`src/wpm_pkg.sv`:
```
// Package for the wake packet status and address match block.
// Assumes one 25 MHz clock and word-indexed Wishbone register access.
package wpm_pkg;

    localparam int unsigned ADR_W = 13;
    localparam int unsigned IDX_W = 11;

    // Register indexes; byte address is four times the index
    localparam logic [IDX_W-1:0] IDX_CFG  = 11'h4A0;
    localparam logic [IDX_W-1:0] IDX_STAT = 11'h4A1;
    localparam logic [IDX_W-1:0] IDX_DA45 = 11'h4A2;
    localparam logic [IDX_W-1:0] IDX_DA23 = 11'h4A3;
    localparam logic [IDX_W-1:0] IDX_DA01 = 11'h4A4;
    localparam logic [IDX_W-1:0] IDX_IST  = 11'h4B0;
    localparam logic [IDX_W-1:0] IDX_IMSK = 11'h4B1;

    // wake_configuration fields
    localparam int unsigned C_SFDSEL = 13;
    localparam int unsigned C_GATE   = 12;
    localparam int unsigned C_LCLR   = 11;
    localparam int unsigned C_PW_HI  = 10;
    localparam int unsigned C_PW_LO  = 9;
    localparam int unsigned C_LVL    = 8;
    localparam int unsigned C_EN     = 7;
    localparam int unsigned C_SEC    = 5;
    localparam int unsigned C_PATEN  = 1;
    localparam int unsigned C_MAGEN  = 0;
    localparam logic [15:0] CFG_RST  = 16'h1000;

    // wake_event_status fields; interrupt status and mask share the low byte
    localparam int unsigned S_SRC  = 12;
    localparam int unsigned B_SFD  = 7;
    localparam int unsigned B_CRC  = 6;
    localparam int unsigned B_HACK = 5;
    localparam int unsigned B_WAKE = 4;
    localparam int unsigned B_PAT  = 1;
    localparam int unsigned B_MAG  = 0;
    localparam int unsigned FLAG_W = 8;
    localparam logic [FLAG_W-1:0] STAT_FLAGS = 8'hE3;
    localparam logic [FLAG_W-1:0] IRQ_FLAGS  = 8'hF3;

    localparam logic [7:0] SFD_ALT = 8'h5D;
    localparam logic [7:0] SFD_STD = 8'hD5;

    localparam int unsigned CLK_NS        = 40;
    localparam int unsigned PULSE_BASE_NS = 80;
    localparam int unsigned CNT_W         = 5;

    typedef struct packed {
        logic              cyc;
        logic              stb;
        logic              we;
        logic [3:0]        sel;
        logic [ADR_W-1:0]  adr;
        logic [31:0]       dat;
    } wpm_wb_req_s;

    // One received frame summary, dest byte 0 in the top byte
    typedef struct packed {
        logic        done;
        logic [7:0]  sfd;
        logic        crc_ok;
        logic        magic;
        logic        pattern;
        logic        pw_ok;
        logic [47:0] dest;
    } wpm_frame_s;

endpackage

```
`src/wpm_flag_bank.sv`:
```
// Bank of sticky flags: hardware sets, a clear vector drops them.
// Assumes set and clear come from logic on the same clock.
`timescale 1ns/1ps
module wpm_flag_bank #(
    parameter int unsigned W = 8
) (
    input  wire logic         clk,
    input  wire logic         rst,
    input  wire logic [W-1:0] set,
    input  wire logic [W-1:0] clr,
    output logic      [W-1:0] q
);
    typedef struct packed {
        logic [W-1:0] flags;
    } wpm_bank_s;

    wpm_bank_s s_r;
    wpm_bank_s s_nxt;

    always_comb begin
        // Set wins over a clear in the same cycle
        s_nxt.flags = (s_r.flags & ~clr) | set;
    end

    always_ff @(posedge clk) begin
        if (rst) begin
            s_r <= '0;
        end else begin
            s_r <= s_nxt;
        end
    end

    assign q = s_r.flags;
endmodule

```
`src/wpm_wake_ind.sv`:
```
// Wake indication output: level held until cleared, or a timed pulse.
// Assumes trigger and clear are single-cycle pulses on the same clock.
`timescale 1ns/1ps
module wpm_wake_ind (
    input  wire logic       clk,
    input  wire logic       rst,
    input  wire logic       trig,
    input  wire logic       level_mode,
    input  wire logic [1:0] width_sel,
    input  wire logic       lvl_clr,
    output logic            ind
);
    typedef struct packed {
        logic                      on;
        logic [wpm_pkg::CNT_W-1:0] cnt;
    } wpm_ind_s;

    wpm_ind_s s_r;
    wpm_ind_s s_nxt;

    // Pulse widths are given at 100 MHz; rounded up to whole local cycles
    function automatic logic [wpm_pkg::CNT_W-1:0] pulse_cycles(input logic [1:0] sel);
        int unsigned ns;
        ns = wpm_pkg::PULSE_BASE_NS << sel;
        return wpm_pkg::CNT_W'((ns + wpm_pkg::CLK_NS - 1) / wpm_pkg::CLK_NS);
    endfunction

    always_comb begin
        s_nxt = s_r;
        if (level_mode) begin
            s_nxt.cnt = '0;
            s_nxt.on  = trig | (s_r.on & ~lvl_clr);
        end else if (trig) begin
            s_nxt.on  = 1'b1;
            s_nxt.cnt = pulse_cycles(width_sel) - 1'b1;
        end else if (s_r.cnt != '0) begin
            s_nxt.cnt = s_r.cnt - 1'b1;
        end else begin
            s_nxt.on = 1'b0;
        end
    end

    always_ff @(posedge clk) begin
        if (rst) begin
            s_r <= '0;
        end else begin
            s_r <= s_nxt;
        end
    end

    assign ind = s_r.on;
endmodule

```
`src/wpm_wake_status.sv`:
```
// Wake packet status, destination address match and interrupt select.
// Assumes frame summaries and polarity events arrive on clk as one-cycle pulses.
//
// Notes on behaviour
// - Source bit picks wake or polarity interrupt.
// - Enabling wake forces source to wake interrupt.
// - Wrong start delimiter latches the SFD error flag.
// - Failing CRC latches the bad-CRC flag while the CRC gate is on.
// - Magic packet wrong password latches violation flag.
// - Valid pattern packet latches pattern flag.
// - Valid magic packet latches magic flag.
// - First address register holds bytes four, five.
// - Second address register holds bytes two, three.
// - Third register holds bytes zero, one; perfect match.
// - CRC gate enables the bad-CRC flag; off means silence.
// - Wake output is level or timed pulse.
// - Wake enable turns on detection.
//
// The Wishbone register port was decided locally.
`timescale 1ns/1ps
module wpm_wake_status (
    input  wire logic                 clk,
    input  wire logic                 rst,
    input  wire wpm_pkg::wpm_wb_req_s wb_req,
    output logic                      wb_ack_o,
    output logic [31:0]               wb_dat_o,
    input  wire wpm_pkg::wpm_frame_s  frame,
    input  wire logic                 pol_evt,
    output logic                      int_bit1,
    output logic                      wake_ind,
    output logic                      irq
);
    typedef struct packed {
        logic [15:0]               cfg;
        logic                      src;
        logic [47:0]               da;
        logic [wpm_pkg::FLAG_W-1:0] imsk;
        logic                      ack;
        logic [31:0]               dat;
        logic                      irq;
        logic                      bit1;
    } wpm_main_s;

    localparam wpm_main_s MAIN_RST = '{
        cfg:  wpm_pkg::CFG_RST,
        src:  1'b0,
        da:   48'h0,
        imsk: '0,
        ack:  1'b0,
        dat:  32'h0,
        irq:  1'b0,
        bit1: 1'b0
    };

    wpm_main_s s_r;
    wpm_main_s s_nxt;

    logic [wpm_pkg::FLAG_W-1:0] stat_q;
    logic [wpm_pkg::FLAG_W-1:0] stat_set;
    logic [wpm_pkg::FLAG_W-1:0] stat_clr;
    logic [wpm_pkg::FLAG_W-1:0] ist_q;
    logic [wpm_pkg::FLAG_W-1:0] ist_set;
    logic [wpm_pkg::FLAG_W-1:0] ist_clr;

    logic [wpm_pkg::IDX_W-1:0] idx;
    logic                      req;
    logic                      wr_now;
    logic                      rd_now;
    logic                      lvl_clr;
    logic                      wake_trig;

    logic       en;
    logic [7:0] sfd_want;
    logic       sfd_ok;
    logic       da_ok;
    logic       ev_sfd;
    logic       ev_crc;
    logic       ev_hack;
    logic       ev_mag;
    logic       ev_pat;
    logic       good;

    function automatic logic [15:0] merge16(input logic [15:0] old, input logic [31:0] d,
                                            input logic [3:0] sel);
        logic [15:0] r;
        r = old;
        if (sel[1]) begin
            r[15:8] = d[15:8];
        end
        if (sel[0]) begin
            r[7:0] = d[7:0];
        end
        return r;
    endfunction

    assign idx    = wb_req.adr[wpm_pkg::ADR_W-1:2];
    assign req    = wb_req.cyc & wb_req.stb;
    // Effects land on the edge where the master samples ack
    assign wr_now = req & s_r.ack & wb_req.we;
    assign rd_now = req & s_r.ack & ~wb_req.we;

    // Frame classification
    assign en       = s_r.cfg[wpm_pkg::C_EN];
    assign sfd_want = s_r.cfg[wpm_pkg::C_SFDSEL] ? wpm_pkg::SFD_ALT : wpm_pkg::SFD_STD;
    assign sfd_ok   = (frame.sfd == sfd_want);
    assign da_ok    = (frame.dest == s_r.da);
    assign ev_sfd   = en & frame.done & ~sfd_ok;
    // Bad CRC never passes a wake indication; the flag only shows with the gate on
    assign ev_crc   = en & frame.done & sfd_ok & ~frame.crc_ok & s_r.cfg[wpm_pkg::C_GATE];
    assign good     = en & frame.done & sfd_ok & frame.crc_ok & da_ok;
    assign ev_hack  = good & frame.magic & s_r.cfg[wpm_pkg::C_SEC] & ~frame.pw_ok;
    assign ev_mag   = good & frame.magic & ~(s_r.cfg[wpm_pkg::C_SEC] & ~frame.pw_ok);
    assign ev_pat   = good & frame.pattern;

    assign wake_trig = (ev_mag & s_r.cfg[wpm_pkg::C_MAGEN]) | (ev_pat & s_r.cfg[wpm_pkg::C_PATEN]);

    always_comb begin
        stat_set = '0;
        stat_set[wpm_pkg::B_SFD]  = ev_sfd;
        stat_set[wpm_pkg::B_CRC]  = ev_crc;
        stat_set[wpm_pkg::B_HACK] = ev_hack;
        stat_set[wpm_pkg::B_PAT]  = ev_pat;
        stat_set[wpm_pkg::B_MAG]  = ev_mag;
        ist_set = stat_set;
        ist_set[wpm_pkg::B_WAKE] = wake_trig;
    end

    // Only the bits that were returned are cleared, so a flag set after capture survives
    assign stat_clr = (rd_now && idx == wpm_pkg::IDX_STAT) ?
                      (s_r.dat[wpm_pkg::FLAG_W-1:0] & wpm_pkg::STAT_FLAGS) : '0;
    assign ist_clr  = (wr_now && idx == wpm_pkg::IDX_IST && wb_req.sel[0]) ?
                      (wb_req.dat[wpm_pkg::FLAG_W-1:0] & wpm_pkg::IRQ_FLAGS) : '0;

    assign lvl_clr = wr_now && idx == wpm_pkg::IDX_CFG && wb_req.sel[1] && wb_req.dat[wpm_pkg::C_LCLR];

    wpm_flag_bank #(
        .W (wpm_pkg::FLAG_W)
    ) u_stat_flags (
        .clk (clk),
        .rst (rst),
        .set (stat_set),
        .clr (stat_clr),
        .q   (stat_q)
    );

    wpm_flag_bank #(
        .W (wpm_pkg::FLAG_W)
    ) u_irq_flags (
        .clk (clk),
        .rst (rst),
        .set (ist_set),
        .clr (ist_clr),
        .q   (ist_q)
    );

    wpm_wake_ind u_wake_ind (
        .clk        (clk),
        .rst        (rst),
        .trig       (wake_trig),
        .level_mode (s_r.cfg[wpm_pkg::C_LVL]),
        .width_sel  (s_r.cfg[wpm_pkg::C_PW_HI:wpm_pkg::C_PW_LO]),
        .lvl_clr    (lvl_clr),
        .ind        (wake_ind)
    );

    always_comb begin
        logic [15:0] st;
        st    = '0;
        s_nxt = s_r;

        // Register writes
        if (wr_now) begin
            unique case (idx)
                wpm_pkg::IDX_CFG: begin
                    s_nxt.cfg = merge16(s_r.cfg, wb_req.dat, wb_req.sel);
                    s_nxt.cfg[wpm_pkg::C_LCLR] = 1'b0;
                end
                wpm_pkg::IDX_STAT: begin
                    if (wb_req.sel[1]) begin
                        s_nxt.src = wb_req.dat[wpm_pkg::S_SRC];
                    end
                end
                wpm_pkg::IDX_DA45: s_nxt.da[15:0]  = merge16(s_r.da[15:0], wb_req.dat, wb_req.sel);
                wpm_pkg::IDX_DA23: s_nxt.da[31:16] = merge16(s_r.da[31:16], wb_req.dat, wb_req.sel);
                wpm_pkg::IDX_DA01: s_nxt.da[47:32] = merge16(s_r.da[47:32], wb_req.dat, wb_req.sel);
                wpm_pkg::IDX_IMSK: begin
                    if (wb_req.sel[0]) begin
                        s_nxt.imsk = wb_req.dat[wpm_pkg::FLAG_W-1:0] & wpm_pkg::IRQ_FLAGS;
                    end
                end
                default: begin
                end
            endcase
        end

        // Enabled wake detection owns the shared interrupt bit
        if (s_nxt.cfg[wpm_pkg::C_EN]) begin
            s_nxt.src = 1'b1;
        end

        // Single-cycle ack, then drop; read data registered with it
        s_nxt.ack = req & ~s_r.ack;
        if (req && !s_r.ack && !wb_req.we) begin
            st[wpm_pkg::S_SRC] = s_r.src;
            st[wpm_pkg::FLAG_W-1:0] = stat_q;
            unique case (idx)
                wpm_pkg::IDX_CFG:  s_nxt.dat = {16'h0, s_r.cfg};
                wpm_pkg::IDX_STAT: s_nxt.dat = {16'h0, st};
                wpm_pkg::IDX_DA45: s_nxt.dat = {16'h0, s_r.da[15:0]};
                wpm_pkg::IDX_DA23: s_nxt.dat = {16'h0, s_r.da[31:16]};
                wpm_pkg::IDX_DA01: s_nxt.dat = {16'h0, s_r.da[47:32]};
                wpm_pkg::IDX_IST:  s_nxt.dat = {24'h0, ist_q};
                wpm_pkg::IDX_IMSK: s_nxt.dat = {24'h0, s_r.imsk};
                default:           s_nxt.dat = 32'h0;
            endcase
        end else begin
            // Data stands only beside ack; a request still held after ack shows zero
            s_nxt.dat = 32'h0;
        end

        s_nxt.irq  = |(ist_q & s_r.imsk);
        s_nxt.bit1 = s_r.src ? wake_trig : pol_evt;
    end

    always_ff @(posedge clk) begin
        if (rst) begin
            s_r <= MAIN_RST;
        end else begin
            s_r <= s_nxt;
        end
    end

    assign wb_ack_o = s_r.ack;
    assign wb_dat_o = s_r.dat;
    assign int_bit1 = s_r.bit1;
    assign irq      = s_r.irq;
endmodule

```
`config.mk`:
```
export PLATFORM = sky130hd
export DESIGN_NAME = wpm_wake_status
export DESIGN_NICKNAME = d
export VERILOG_FILES = /design/src/wpm_pkg.sv /design/src/wpm_flag_bank.sv /design/src/wpm_wake_ind.sv /design/src/wpm_wake_status.sv
export SDC_FILE = /design/constraint.sdc
export NUM_CORES = 1
export LEC_CHECK = 0
export ABC_AREA = 0
export ABC_CLOCK_PERIOD_IN_PS = 3750
export BUFFER_PORTS_ARGS = -buffer_cell sky130_fd_sc_hd__clkbuf_2
export CAP_MARGIN = 15
export CORE_MARGIN = 5
export CORE_UTILIZATION = 50
export CTS_CLUSTER_SIZE = 10
export DETAILED_ROUTE_END_ITERATION = 8
export GPL_TIMING_DRIVEN = 0
export PLACE_DENSITY = 0.89
export SYNTH_ARGS = -nofsm -noshare
export SYNTH_HDL_FRONTEND = slang
export SYNTH_SLANG_ARGS = --single-unit
```
`constraint.sdc`:
```
create_clock -name clk -period 3.75 [get_ports clk]
set_clock_uncertainty 0.1 [all_clocks]
set_input_delay 0.75 -clock clk [delete_from_list [all_inputs] [get_ports clk]]
set_output_delay 0.75 -clock clk [all_outputs]
set_load 0.02 [all_outputs]
```
Word-level counts from Yosys, hierarchy flattened. Cells that the tools add are included. Widths: inputs -> output; s select.

Add/sub/neg operators: 4. Divide/modulo/power cells: 1. Equality and inequality tests: 10. Shift-type cells: 1. Multiplexer cells: 26. Bitwise operators: 38. Reductions and logical operators: 28.

Operators by type and width (number): $pmux 16 s7 (1); $mux 8 (13); $eq 11x11->1 const B (7); $mux 65 (1); $eq 48x48->1 (1); $mux 16 (3); $add 32x6->32 const B (1); $div 32x6->32 const B (1); $shl 7x2->32 const A (1); $sub 32x1->32 const B (1); $reduce_and 3->1 (10); $and 8x8->8 (3); $and 1x1->1 (21); $not 8->8 (2); $or 8x8->8 (2); $mux 6 (2); $sub 5x1->5 const B (2); $eq 8x8->1 (1); $logic_and 1x1->1 (8); $not 1->1 (8); $reduce_bool 2->1 (4); $reduce_or 8->1 (1); $mux 1 (5); $mux 5 (1); other kinds (5) (8).

Register bits: 127. Input port bits: 116. Output and inout bits: 36. Word-level logic and storage cells: 127.

Longest topological paths before layout.
Word-level depth: 11. Depth in mapped cells: 13. Mapped depth without buffers: 13.

Cells and area by module. A second synthesis with hierarchy kept.

Cells, all modules: 713. Area total of the unflattened synthesis: 6303.5 um2.

By module, submodules not included: wpm_wake_status (instances 1, cells an instance 586, area each 4998.5 um2, seq. area each 1781.7 um2); wpm_flag_bank (instances 2, cells an instance 33, area each 381.6 um2, seq. area each 160.2 um2); wpm_wake_ind (instances 1, cells an instance 61, area each 541.8 um2, seq. area each 120.1 um2).

Least setup slack after synthesis. No wires, ideal clock.

Kind: input to register. From: input port frame[55] (netlist bit). To: register u_wake_ind.s_r[4] (netlist bit). Library setup time: 0.103 ns. Arrival time: 3.192 ns. Required time: 3.547 ns. Setup slack: 0.355 ns. Stages on the path: 12. Buffers on the path: 1. Cells stage by stage: or3b_4 -> a2111oi_4 -> nand4_2 -> nor4_4 -> and2b_4 -> buf_12 -> mux2i_1 -> ha_1 -> nand2_1 -> mux2_2 -> nor2_1 -> a2111oi_2.

Word-level cells in the longest chain between the ends: 9. Elaborated cells on any way between the ends: 12. Those cells by class: eq/ne (1); mux (1); bitwise (9); reduce/logical (1).

Ends and longest elaborated chain: start: declaration (RTL line wpm_wake_status.sv:27) `input wire wpm_pkg::wpm_frame_s frame,`; $eq 8x8->1 (*) (RTL line wpm_wake_status.sv:105) `assign sfd_ok = (frame.sfd == sfd_want);`; $and 1x1->1 (*) (3 in series) (RTL line wpm_wake_status.sv:110) `assign good = en & frame.done & sfd_ok & frame.crc_ok & da_ok;`; $and 1x1->1 (2 in series) (RTL line wpm_wake_status.sv:112) `assign ev_mag = good & frame.magic & ~(s_r.cfg[wpm_pkg::C_SEC] & ~frame.pw_ok);`; $and 1x1->1 (RTL line wpm_wake_status.sv:115) `assign wake_trig = (ev_mag & s_r.cfg[wpm_pkg::C_MAGEN]) | (ev_pat & s_r.cfg[wpm_pkg::C_PATEN]);`; $or 1x1->1 (*) (RTL line wpm_wake_status.sv:115); $mux 6 / $reduce_bool 2->1 (equally long branches); end signal: assignment (RTL line wpm_wake_ind.sv:47) `s_r <= s_nxt;`; end: declaration (RTL line wpm_wake_ind.sv:18) `wpm_ind_s s_r;`.

Mark *: on every way between the ends. The rest lies on a longest branch, timed or not. A chain may end at the register's enable or synchronous reset.

Worst setup path in the final report.
From: input port frame[42] (netlist bit). To: register u_wake_ind.s_r[4] (netlist bit).

Word-level cells in the longest chain between the ends: 7. Elaborated cells on any way between the ends: 10. Those cells by class: eq/ne (1); mux (1); bitwise (7); reduce/logical (1).

Ends and longest elaborated chain: $eq 48x48->1 (*) (RTL line wpm_wake_status.sv:106) `assign da_ok = (frame.dest == s_r.da);`; $and 1x1->1 (*) (RTL line wpm_wake_status.sv:110); $and 1x1->1 (2 in series) (RTL line wpm_wake_status.sv:112); $and 1x1->1 (RTL line wpm_wake_status.sv:115); $or 1x1->1 (*) (RTL line wpm_wake_status.sv:115); $mux 6 / $reduce_bool 2->1 (equally long branches).

Marked as above.

==> summary.md <==
| Metric | Value |
|---|---|
| Share of layout cells above drive strength 1 | 0.252 |
| Placeable Area | 0.0108 mm2 |
| Die Ht | ~110 um |
| WL per Instance | 18.0 um |
| Post-synth EDFFs | 0 |
| Final WL | 16100 um |
| Vias per cell | roughly 5.7 |
| Clock Path Buffers | 2 |
| Width of the die | 115 um |
| Crit. End Element | flip-flop |
| Worst vdd ir | 191 uV |
| Root Buffer | clkbuf_8 |
| CP required | 3.93 ns |
| IO Port Bufs | 114 |
| Fmax | 281 MHz |
| Remaining DRCs | 0 |
| Area grow syn2layout | 18.9% |
| Die ar. | 0.0132 mm2 |
| Initial antenna violation count | 0 |
| Dominant synthesized flop cell | dfxtp_1 |
| Ant diodes | 0 |
| RSZ-0062 raised after global routing | no |
| Async set or reset register ratio after synthesis | 0 |
| FP Rows | 38 |
| Worst setup path start | frame[42] |
| Hold path depth | 1 |
| H-tree depth | 3 |
| Nets@finish | 880 |
| Worst-path maximum fanout | 4 |
| Tmin final | 3.56 ns |
| IO Count | 152 |
| Clk_lat worst skew | 0.38 ns |
| Slew Viols, Final | 0 |
| Final HPWL DP | 12400 um |
| Type of the worst min-delay path | flip-flop to flip-flop |
| Post-synthesis cell count | ~600 |
| Vias in the first global route | 4826 |
| Syn Area/Cell | ~9 um2 |
| R2r startpoint | s_r[46]$_SDFFE_PP0P_ |
| WS Path Type | input port to flip-flop |
| Via count | approximately 5100 |
| Unique masters post-synth | 59 |
| WP data arrival | 3.75 ns |
| Placed Cells | 879 |
| Pre-Repair DR Iteration Count | 6 |
| First-pass GRT wire length | around 25000 um |
| Fin crit share | 0.950 |
| Flop2flop setup slack | around 0.29 ns |
| Mapped cell area | around 0.0055 mm2 |
| # clock sinks | 106 |
| Relative slew slack | 0.356 |
| Pwr Density | ~340 mW/mm2 |
| Largest net degree at the start of global routing | 19 |
| TritonCTS clock tree | done |
| Initial Util | 0.508 |
| Hold Crit Endpoint | wb_ack_o$_SDFF_PP0_ |
| Sequential share of the synthesized area | 0.387 |
| Final GP Congestion | 0.959 |
| Max-cap violations | 0 |
| Most common cell after layout, fill and taps aside | clkbuf_2 |
| Fin Hold WS | 0.367 ns |
| Ys Warns | 0 |
| P_leak | about 2.7 nW |
| Most frequent cells in the layout | 114 x clkbuf_2, 106 x dfxtp_1, 85 x nor2_1 |
| Gr usage total | 0.242 |
| ANT nets after route | 0 |
| Final Hold Viols | 0 |
| R2R depth | 12 |
| DRT iter0 DRCs | 732 |
| Synth Register Bits | 106 |
| Crit path launch type | input port |
| CTS Buf Count | 9 |
| Worst Tran Pin Value | 0.963 ns |
| Final non-filler cell total | approximately 900 |
| Setup TNS Final | 0 ns |
| Setup-failing EPs final | 0 |
| Crit Reg-Reg Endpoint | u_wake_ind.s_r[4]$_SDFFE_PP0P_ |
| Hold Startpoint | wb_ack_o$_SDFF_PP0_ |
| Reg clk slew, reported paths | 0.10 ns |
| Status | completed |
| Total grt overflow | 0 |
synth_stat cells, types with 3 or more instances:
| cell type | n | area share |
|---|---|---|
| xor2_1 | 34 | 0.054 |
| clkbuf_1 | 19 | 0.013 |
| nand3_1 | 7 | 0.0064 |
| and2_1 | 5 | 0.0057 |
| a21oi_1 | 44 | 0.040 |
| nand4_1 | 6 | 0.0068 |
| buf_2 | 5 | 0.0046 |
| a222oi_1 | 11 | 0.020 |
| dfxtp_1 | 106 | 0.39 |
| mux4_2 | 4 | 0.016 |
| mux2i_1 | 59 | 0.11 |
| buf_4 | 32 | 0.044 |
| nor2_1 | 85 | 0.058 |
| xnor2_1 | 12 | 0.019 |
| a22oi_1 | 16 | 0.022 |
| o21ai_0 | 24 | 0.022 |
| nor3_1 | 8 | 0.0073 |
| nor4_1 | 10 | 0.011 |
| and3_1 | 5 | 0.0057 |
| nand2_1 | 34 | 0.023 |
| a31oi_1 | 3 | 0.0034 |
| ha_1 | 12 | 0.027 |
| inv_1 | 24 | 0.016 |
cells by family after synthesis:
| kind of cell | synth area share |
|---|---|
| buf+inv | 0.0847 |
| flops | 0.387 |
| xor+xnor | 0.0735 |
| compound gates | 0.145 |
| simple gates | 0.155 |
| other cells | 0.000684 |
| mux | 0.126 |
| fa+ha+maj | 0.0274 |
state kept, by name (all words and copies together) (netlist names):
signal and count:
en 1, wb_dat_o 16, u_wake_ind.s_r 5, int_bit1 1
s_r 69, wb_ack_o 1, irq 1, u_stat_flags.q 5
u_wake_ind.ind 1, u_irq_flags.q 6
worst max-delay path, cell delays in order:
cell and delay [ns]:
clkbuf_2 0.10, xnor2_1 0.19, nand4_1 0.20, or4_1 0.61, nor4_4 0.38, and2b_4 0.26
nor3b_2 0.21, o21bai_1 0.14, ha_2 0.23, nand2_1 0.08, mux2_2 0.23, nor2_1 0.05
a2111oi_2 0.31
cell type report:
type	count	area (um2)
plain buffers	58	360
clock buffers	11	141
clock inverters	5	47.5
fillers	892	4270
inverters	27	104
multi-input cells	431	2960
flip-flops and latches	106	2120
well taps	140	175
repair buffers	119	608
stage by stage:
stage          setup slack [ns]  cell area [um2]  power (W)  utilization
6_report                  0.187             6520    0.00221        0.604
5_1_grt                  0.0169             6520    0.00229        0.604
4_1_cts                   0.119             6500    0.00220        0.602
3_5_place_dp             -0.263             6310    0.00154        0.585
3_3_place_gp             -0.245             6280    0.00152        0.582
2_1_floorplan             0.355             5540    0.00142            -
worst max-delay path by stage:
stage / end / slack (ns) / depth (start not counted)
6_report: u_wake_ind.s_r[4]$_SDFFE_PP0P_ / 0.19 / 13
2_1_floorplan: u_wake_ind.s_r[4]$_SDFFE_PP0P_ / 0.35 / 12
4_1_cts: u_wake_ind.s_r[4]$_SDFFE_PP0P_ / 0.12 / 13
3_5_place_dp: u_wake_ind.s_r[4]$_SDFFE_PP0P_ / -0.26 / 13
5_1_grt: u_wake_ind.s_r[4]$_SDFFE_PP0P_ / 0.02 / 13
3_3_place_gp: u_wake_ind.s_r[4]$_SDFFE_PP0P_ / -0.24 / 13
power by group:
part | leakage [nW] | total (W) | internal [W] | switching [W]
logic | 1.73 | 0.000351 | 0.000159 | 0.000192
registers | 0.855 | 0.00117 | 0.00115 | 0.0000230
clock network | 0.0936 | 0.000692 | 0.000272 | 0.000420
total | 2.68 | 0.00221 | 0.00158 | 0.000635
per-layer routing:
| layer | global-route usage | wire (um) |
|---|---|---|
| met4 | 0.0931 | 597 |
| met5 | 0 | 0 |
| met1 | 0.315 | 6230 |
| met2 | 0.388 | 7360 |
| met3 | 0.0592 | 1920 |
what timing repair did:
item	in CTS	in global routing
buffers inserted	0	2
endpoints found under the setup margin	0	1
resized for setup	0	1
hold buffers	0	0
No activity file was read; power rests on OpenSTA's default activity.
